**src/shared/p3l_pkg.sv**
```systemverilog
`default_nettype none
// ==========================================================================
// Shared constants for the port 3 output latch block.
// ==========================================================================
package p3l_pkg;

  // Number of pins on the port.
  localparam int P3L_PINS = 8;

  // Byte offsets of the registers on the APB bus.
  localparam logic [7:0] P3L_DATA_OFS = 8'hb0;  // Pin data register.
  localparam logic [7:0] P3L_CFG_OFS = 8'hb4;   // Output configuration.
  localparam logic [7:0] P3L_LATCH_OFS = 8'hb8; // Latch readback, read-only.

  // Reset values.
  localparam logic [7:0] P3L_DATA_RST = 8'hff;  // All latches high.
  localparam logic [7:0] P3L_CFG_RST = 8'h00;   // All pins open-drain.

  // Field layout: the eight pin bits sit in the low byte of the word.
  localparam int P3L_FIELD_LSB = 0;
  localparam int P3L_FIELD_MSB = 7;

  // Bus answer phase of the register slave.
  typedef enum logic {
    P3L_IDLE,
    P3L_ANSWER
  } p3l_phase_t;

endpackage
`default_nettype wire

```
**src/logic/p3l_port3_output_latch.sv**
```systemverilog
`timescale 1ns/1ps
`default_nettype none
// ==========================================================================
// Port 3 output latch with an APB register slave.
// ==========================================================================
module p3l_port3_output_latch
  import p3l_pkg::*;
(
  input wire logic pclk,
  input wire logic presetn,
  input wire logic psel,
  input wire logic penable,
  input wire logic pwrite,
  input wire logic [7:0] paddr,
  input wire logic [31:0] pwdata,
  input wire logic [3:0] pstrb,
  output logic [31:0] prdata,
  output logic pready,
  output logic pslverr,
  input wire logic [7:0] port3_pin_i,
  output logic [7:0] port3_pin_o,
  output logic [7:0] port3_pin_oe_n
);

  // ========================================================================
  // Bus slave state.
  // ========================================================================
  typedef struct packed {
    p3l_phase_t phase;    // Idle or answering an access.
    logic pready;         // Access completes while this is high.
    logic pslverr;        // Error answer for the current access.
    logic [31:0] prdata;  // Read data, captured in the setup cycle.
  } p3l_bus_t;

  p3l_bus_t s_r;
  p3l_bus_t s_nxt;

  // Pin state gathered from the cells.
  logic [7:0] latch_bits; // Written output levels.
  logic [7:0] cfg_bits;   // Output configuration bits.

  // Decoded request.
  logic setup;       // Setup cycle of a transfer.
  logic hit_data;    // Address selects the pin data register.
  logic hit_cfg;     // Address selects the configuration register.
  logic hit_latch;   // Address selects the latch readback.
  logic mapped;      // Address selects any register.
  logic bad;         // Access gets an error answer.
  logic done;        // Access completes at this edge.
  logic wr_ok;       // A write takes effect at this edge.
  logic data_we;     // Write strobe for the pin latches.
  logic cfg_we;      // Write strobe for the configuration bits.

  // Address decode. The address is stable from setup to completion.
  always_comb begin
    setup = psel & ~penable;
    hit_data = (paddr == P3L_DATA_OFS);
    hit_cfg = (paddr == P3L_CFG_OFS);
    hit_latch = (paddr == P3L_LATCH_OFS);
    mapped = hit_data | hit_cfg | hit_latch;
    // The latch readback has no write path, so a write to it is refused.
    bad = ~mapped | (pwrite & hit_latch);
  end

  // Write strobes. A write counts only at the completing edge, only when
  // it was not refused and only when the low byte lane is enabled; the
  // upper lanes hold nothing.
  always_comb begin
    done = (s_r.phase == P3L_ANSWER) & psel & penable & s_r.pready;
    wr_ok = done & pwrite & ~s_r.pslverr & pstrb[0];
    data_we = wr_ok & hit_data;
    cfg_we = wr_ok & hit_cfg;
  end

  // ========================================================================
  // Bus answer sequencing.
  // ========================================================================
  // Read data is taken in the setup cycle so that pready can be a flop and
  // still answer in the first access cycle. The trade-off is that a pin
  // read shows the level one cycle before the completing edge.
  always_comb begin
    s_nxt = s_r;
    s_nxt.pready = 1'b0;
    unique case (s_r.phase)
      P3L_IDLE: begin
        if (setup) begin
          s_nxt.phase = P3L_ANSWER;
          s_nxt.pready = 1'b1;
          s_nxt.pslverr = bad;
          s_nxt.prdata = 32'h0000_0000;
          if (!pwrite) begin
            if (hit_data) begin
              // The sensed pin level, not the latch, is returned.
              s_nxt.prdata[P3L_FIELD_MSB:P3L_FIELD_LSB] = port3_pin_i;
            end else if (hit_cfg) begin
              s_nxt.prdata[P3L_FIELD_MSB:P3L_FIELD_LSB] = cfg_bits;
            end else if (hit_latch) begin
              s_nxt.prdata[P3L_FIELD_MSB:P3L_FIELD_LSB] = latch_bits;
            end else begin
              s_nxt.prdata = 32'h0000_0000;
            end
          end
        end else begin
          s_nxt.pslverr = 1'b0;
        end
      end
      P3L_ANSWER: begin
        if (done || !psel) begin
          // Transfer over, or abandoned by the master.
          s_nxt.phase = P3L_IDLE;
          s_nxt.pslverr = 1'b0;
        end else begin
          s_nxt.pready = s_r.pready;
        end
      end
    endcase
  end

  // Bus registers.
  always_ff @(posedge pclk or negedge presetn) begin
    if (!presetn) begin
      s_r.phase <= P3L_IDLE;
      s_r.pready <= 1'b0;
      s_r.pslverr <= 1'b0;
      s_r.prdata <= 32'h0000_0000;
    end else begin
      s_r <= s_nxt;
    end
  end

  assign prdata = s_r.prdata;
  assign pready = s_r.pready;
  assign pslverr = s_r.pslverr;

  // ========================================================================
  // Pin cells.
  // ========================================================================
  // Each cell holds its own latch and configuration bit and registers its
  // driver enable, so the pin outputs come straight from flops.
  for (genvar i = 0; i < P3L_PINS; i++) begin : g_pin
    p3l_pin_cell #(
      .IDX(i)
    ) u_cell (
      .pclk(pclk),
      .presetn(presetn),
      .data_we(data_we),
      .cfg_we(cfg_we),
      .wbit(pwdata[i]),
      .latch(latch_bits[i]),
      .cfg(cfg_bits[i]),
      .pin_o(port3_pin_o[i]),
      .pin_oe_n(port3_pin_oe_n[i])
    );
  end

  // ========================================================================
  // Checks.
  // ========================================================================
  property p_read_pins;
    @(posedge pclk) disable iff (!presetn)
      setup && !pwrite && hit_data && s_r.phase == P3L_IDLE
      |=> prdata == {24'h00_0000, $past(port3_pin_i)} && pready;
  endproperty
  a_read_pins: assert property (p_read_pins)
    else $error("Data read did not return the sensed pin levels.");

  property p_reset_high;
    @(posedge pclk) disable iff (!presetn)
      $rose(presetn) |-> port3_pin_o == P3L_DATA_RST;
  endproperty
  a_reset_high: assert property (p_reset_high)
    else $error("Pin latches not all high after reset.");

  property p_write_latch;
    @(posedge pclk) disable iff (!presetn)
      data_we |=> port3_pin_o == $past(pwdata[7:0])
      && port3_pin_oe_n == ($past(pwdata[7:0]) & ~cfg_bits);
  endproperty
  a_write_latch: assert property (p_write_latch)
    else $error("Pin drive does not follow the written data.");

  property p_error_answer;
    @(posedge pclk) disable iff (!presetn)
      setup && !mapped && s_r.phase == P3L_IDLE |=> pready && pslverr;
  endproperty
  a_error_answer: assert property (p_error_answer)
    else $error("Unmapped access was not answered with an error.");

  property p_one_cycle_ready;
    @(posedge pclk) disable iff (!presetn)
      done |=> !pready;
  endproperty
  a_one_cycle_ready: assert property (p_one_cycle_ready)
    else $error("Ready stayed high past the completing edge.");

  // A write to the read-only latch readback is refused. Software that
  // mistakes it for the data register then learns of it at once.
  property p_refuse_latch_write;
    @(posedge pclk) disable iff (!presetn)
      setup && pwrite && hit_latch && s_r.phase == P3L_IDLE
      |=> pready && pslverr;
  endproperty
  a_refuse_latch_write: assert property (p_refuse_latch_write)
    else $error("Write to the latch readback was not refused.");

  // Every accepted setup is answered in the very next cycle.
  property p_zero_wait;
    @(posedge pclk) disable iff (!presetn)
      setup && s_r.phase == P3L_IDLE |=> pready;
  endproperty
  a_zero_wait: assert property (p_zero_wait)
    else $error("Setup was not answered in the next cycle.");

  // A write with the low byte lane off leaves every pin as it was.
  // The next cycle cannot complete a transfer, so nothing else can move.
  property p_lane_off_kept;
    @(posedge pclk) disable iff (!presetn)
      done && pwrite && !pstrb[0] |=> $stable(port3_pin_o)
      && $stable(port3_pin_oe_n);
  endproperty
  a_lane_off_kept: assert property (p_lane_off_kept)
    else $error("Masked write changed the pin drive.");

endmodule
`default_nettype wire

```
**src/logic/p3l_pin_cell.sv**
```systemverilog
`timescale 1ns/1ps
`default_nettype none
// ==========================================================================
// One port pin: its output latch, its configuration bit and its driver.
// ==========================================================================
module p3l_pin_cell
  import p3l_pkg::*;
#(
  parameter int IDX = 0
) (
  input wire logic pclk,
  input wire logic presetn,
  input wire logic data_we,
  input wire logic cfg_we,
  input wire logic wbit,
  output logic latch,
  output logic cfg,
  output logic pin_o,
  output logic pin_oe_n
);

  // ========================================================================
  // State of the pin.
  // ========================================================================
  typedef struct packed {
    logic latch; // Written output level.
    logic cfg;   // One selects push-pull, zero open-drain.
    logic oe_n;  // Low while the pin is driven.
  } p3l_cell_t;

  p3l_cell_t s_r;
  p3l_cell_t s_nxt;

  // Next state. The enable is worked out from the next latch and config
  // values so that the driver changes in the same edge as the latch and
  // never shows a stale mix of the two.
  always_comb begin
    s_nxt = s_r;
    if (data_we) begin
      s_nxt.latch = wbit;
    end
    if (cfg_we) begin
      s_nxt.cfg = wbit;
    end
    // A zero is always driven low; a one is driven only in push-pull.
    s_nxt.oe_n = s_nxt.latch & ~s_nxt.cfg;
  end

  // Registers. Reset leaves the latch high and the pin floating.
  always_ff @(posedge pclk or negedge presetn) begin
    if (!presetn) begin
      s_r.latch <= P3L_DATA_RST[IDX];
      s_r.cfg <= P3L_CFG_RST[IDX];
      s_r.oe_n <= P3L_DATA_RST[IDX] & ~P3L_CFG_RST[IDX];
    end else begin
      s_r <= s_nxt;
    end
  end

  assign latch = s_r.latch;
  assign cfg = s_r.cfg;
  assign pin_o = s_r.latch;
  assign pin_oe_n = s_r.oe_n;

  // ========================================================================
  // Checks on the driver.
  // ========================================================================
  property p_drive_low;
    @(posedge pclk) disable iff (!presetn)
      data_we && !wbit |=> !pin_o && !pin_oe_n;
  endproperty
  a_drive_low: assert property (p_drive_low)
    else $error("Written zero did not drive the pin low.");

  property p_float_high;
    @(posedge pclk) disable iff (!presetn)
      pin_o && !cfg |-> pin_oe_n;
  endproperty
  a_float_high: assert property (p_float_high)
    else $error("Open-drain high pin was driven.");

  property p_push_high;
    @(posedge pclk) disable iff (!presetn)
      data_we && wbit && cfg && !cfg_we |=> pin_o && !pin_oe_n;
  endproperty
  a_push_high: assert property (p_push_high)
    else $error("Push-pull high pin was not driven.");

endmodule
`default_nettype wire

```
**config.mk**
```make
export PLATFORM = sky130hd
export DESIGN_NAME = p3l_port3_output_latch
export DESIGN_NICKNAME = d
export VERILOG_FILES = /design/src/shared/p3l_pkg.sv /design/src/logic/p3l_port3_output_latch.sv /design/src/logic/p3l_pin_cell.sv
export SDC_FILE = /design/constraint.sdc
export NUM_CORES = 1
export LEC_CHECK = 0
export BUFFER_PORTS_ARGS = -buffer_cell sky130_fd_sc_hd__buf_2
export CORE_MARGIN = 1.5
export CORE_UTILIZATION = 45
export CTS_BUF_LIST = sky130_fd_sc_hd__clkbuf_16
export CTS_CLUSTER_DIAMETER = 80
export CTS_CLUSTER_SIZE = 8
export DETAILED_ROUTE_END_ITERATION = 8
export GPL_TIMING_DRIVEN = 0
export PLACE_DENSITY = 0.88
export SLEW_MARGIN = 20
export SYNTH_ARGS = -nofsm -noshare
export SYNTH_HDL_FRONTEND = slang
export SYNTH_SLANG_ARGS = --single-unit
```
**constraint.sdc**
```tcl
create_clock -name pclk -period 2.16 [get_ports pclk]
set_input_delay 0.216 -clock pclk [delete_from_list [all_inputs] [get_ports pclk]]
set_output_delay 0.216 -clock pclk [all_outputs]
set_load 0.02 [all_outputs]
```
==> results by group <==
Yosys
  – Post-synthesis area per instance: approximately 10 sq um
  – Top post-synthesis cells by area: dfrtp_1 (24%), dfstp_2 (21%), buf_4 (18%)
  – Synth Instances: roughly 200
  – Post-synthesis sequential area ratio: 0.446
  – Top-area cell type share of the netlist area: 0.237
  – Most used flip-flop cell after synthesis: dfrtp_1
  – Largest area contributor in the netlist: dfrtp_1
  – Post-synth EDFFs: 0
  – Warnings from Yosys: 0
  – Netlist cell types: 29
  – Asr flop ratio synth: 1.00
  – Yosys reg bits: 35
  – Synth Cell Area: approximately 0.002 sq mm

Clock network
  – # hold bufs at CTS: 0
  – CTS Root Cell: clkbuf_16
  – Clock transition at path regs: 0.05 ns
  – Clk_lat worst skew: 0.28 ns
  – CTS tree: built
  – Number of H-tree levels: 2
  – Sinks on Clock Net: 35
  – Max Buffers Root-to-Sink: 2
  – Num CTS Buffers: 5

Routing
  – WL met2: around 2.2 mm
  – Vias: between 1500 and 2000
  – DRT iter0 DRCs: 100
  – Post-route ant nets: 0
  – Number of remaining DRC errors: 0
  – Initial DRT Pass Iterations: 4
  – WL met3: approximately 280 um
  – Top Metal Used: met4
  – Wire length on met1: 1.73 mm
  – WL per Instance: about 12 um
  – Routed wire length: 4.26 mm
  – Via-to-Cell Ratio: ~4.7

Place
  – Port Buf Inserts: 55
  – Pre-CTS WS: -0.0160 ns
  – Hpwl dp: a little over 3 mm
  – GPL Wtd Cong: 0.722
  – Placed Cells: ~330

Floorplan
  – Die height: approximately 70 um
  – DIE AREA: 0.00487 sq mm
  – Core Area: approximately 0.0043 sq mm
  – Row count: 24
  – Starting density of the core: 0.464
  – Die Span X: ~70 um
  – I/O pin cnt: roughly 110

Layout
  – Most frequent cells in the layout: buf_2 (55), buf_4 (50), conb_1 (24)
  – Share of cells above drive strength 1: 0.481
  – Final std cells w/o fill: 341
  – # nets final: around 350
  – Leading cell type in the layout, fill and taps excluded: buf_2
  – Synthesis-to-finish area growth: 29.6%
  – Antenna cells: 0
  – Final cell utilization of the core: 0.601

Status
  – Outcome: finished, final reports clean

GRT
  – Vias in the first global route: 1508
  – Global-route wire length before repair: between 7 and 8 mm
  – GR Overflow Total: 0
  – Total track usage: 0.188
  – Initial antenna violation count: 0
  – Pin count of the biggest net entering global routing: 36

STA
  – RSZ-0062 raised after global routing: no
  – Final setup violation count: 0
  – Final worst-path cycle share: 0.928
  – Slew Limit Fails: 0
  – Max-Slew Margin vs Limit: 0.458
  – Slew @ Worst Pin: around 0.8 ns
  – Fin crit period: approximately 2 ns
  – Clock Skews: between 0.002 and 0.003 ns
  – Max frequency: roughly 500 MHz
  – Slack of the critical path: 0.156 ns
  – Final hold violation count: 0

Worst setup path
  – R2R Setup Slk: roughly 0.16 ns
  – R2R depth: 6
  – R2r endpoint: prdata[5]
  – CP Launch Type: register
  – Crit Reg-Reg Startpoint: s_r[34]
  – Maximum net fanout on the critical path: 9
  – CP Data Required Time: between 2 and 2.5 ns
  – WP data arrival: 2.20 ns
  – Worst setup EP type: register
  – CP Class: register to register

Power and ir drop
  – PD cells: 579 mW/mm^2
  – LEAKAGE: 1.45 nW
  – Max VDD drop: 462 uV

Run
  – Max-capacitance violation count: 0

Min path
  – Hold crit path type: input port to async pin
-- worst max-delay path, stage by stage (launching register included) --
cell and delay, ns:
dfrtp_1 0.41, or3b_2 0.47, clkbuf_1 0.26, nor4_4 0.35
buf_4 0.19, o21ai_0 0.08, o21ai_0 0.16
-- Yosys cell counts, drive strengths merged, types with 2 or more instances --
cell type  instances
a21oi             16
nand4bb            2
clkbuf             5
and2               8
nand2             10
or3b               2
mux2i              8
inv               17
a21boi             2
nand2b             2
dfstp             16
buf               48
a21o               8
nor4               4
a211oi             8
o21ai             17
dfrtp             19
-- repair_timing --
action	CTS	global route
resized for setup	1	0
setup endpoints to repair	6	2
setup buffers	0	2
pin swaps	0	1
-- power breakdown --
| group | switching, mW | internal [mW] | leakage (nW) |
|---|---|---|---|
| Combinational | 0.0970 | 0.0658 | 0.951 |
| Sequential | 0.00437 | 0.662 | 0.427 |
| Clock | 0.261 | 0.414 | 0.0701 |
-- stage by stage --
stage	hold slack [ns]	total power [mW]	setup TNS (ns)	instance area (sq um)
after detailed placement	0.337	0.838	-0.0160	2440
after CTS	0.0360	1.52	0	2580
after floorplan	-0.0796	0.781	0	2090
after global placement	0.323	0.834	-1.50	2430
after global routing	0.0771	1.56	0	2600
final	0.00645	1.50	0	2600
-- cell families after synthesis --
group	synth area share
AO/OA/AOI/OAI	0.174
AND/OR/NAND/NOR	0.117
flip-flops	0.446
buffers and inverters	0.221
other	0.00187
multiplexers	0.0399
-- sequential cells by signal, indices dropped and copies added, names as in the netlist --
| register | cells |
|---|---|
| g_pin.u_cell.cfg | 8 |
| g_pin.u_cell.latch | 8 |
| g_pin.u_cell.pin_oe_n | 8 |
| prdata | 8 |
| pready | 1 |
| pslverr | 1 |
| s_r | 1 |
-- metal layers --
layer	GRT usage	vias up
li1	-	784
met1	0.227	747
met2	0.315	53
met3	0.0610	5
met4	0.0641	0
met5	0	-
-- area by class of cell --
cell class | instances | area (sq um)
fill | 374 | 1720
clock inverter | 3 | 11.3
multi-input combinational | 119 | 769
inverter | 17 | 63.8
timing repair buffer | 57 | 290
tap | 52 | 65.1
buffer | 53 | 379
sequential | 35 | 896
clock buffer | 5 | 125
-- worst max-delay path by stage --
stage | start | end | slack [ns] | cells past startpoint
2_1_floorplan | pready | g_pin[0].u_cell.cfg | 0.45 | 5
3_3_place_gp | paddr[0] | g_pin[2].u_cell.cfg | -0.1 | 5
3_5_place_dp | s_r[34] | prdata[5] | -0.02 | 5
4_1_cts | s_r[34] | prdata[5] | 0.16 | 5
5_1_grt | s_r[34] | prdata[7] | 0.01 | 6
6_report | s_r[34] | prdata[5] | 0.16 | 6
(Power assumes the default switching activity.)
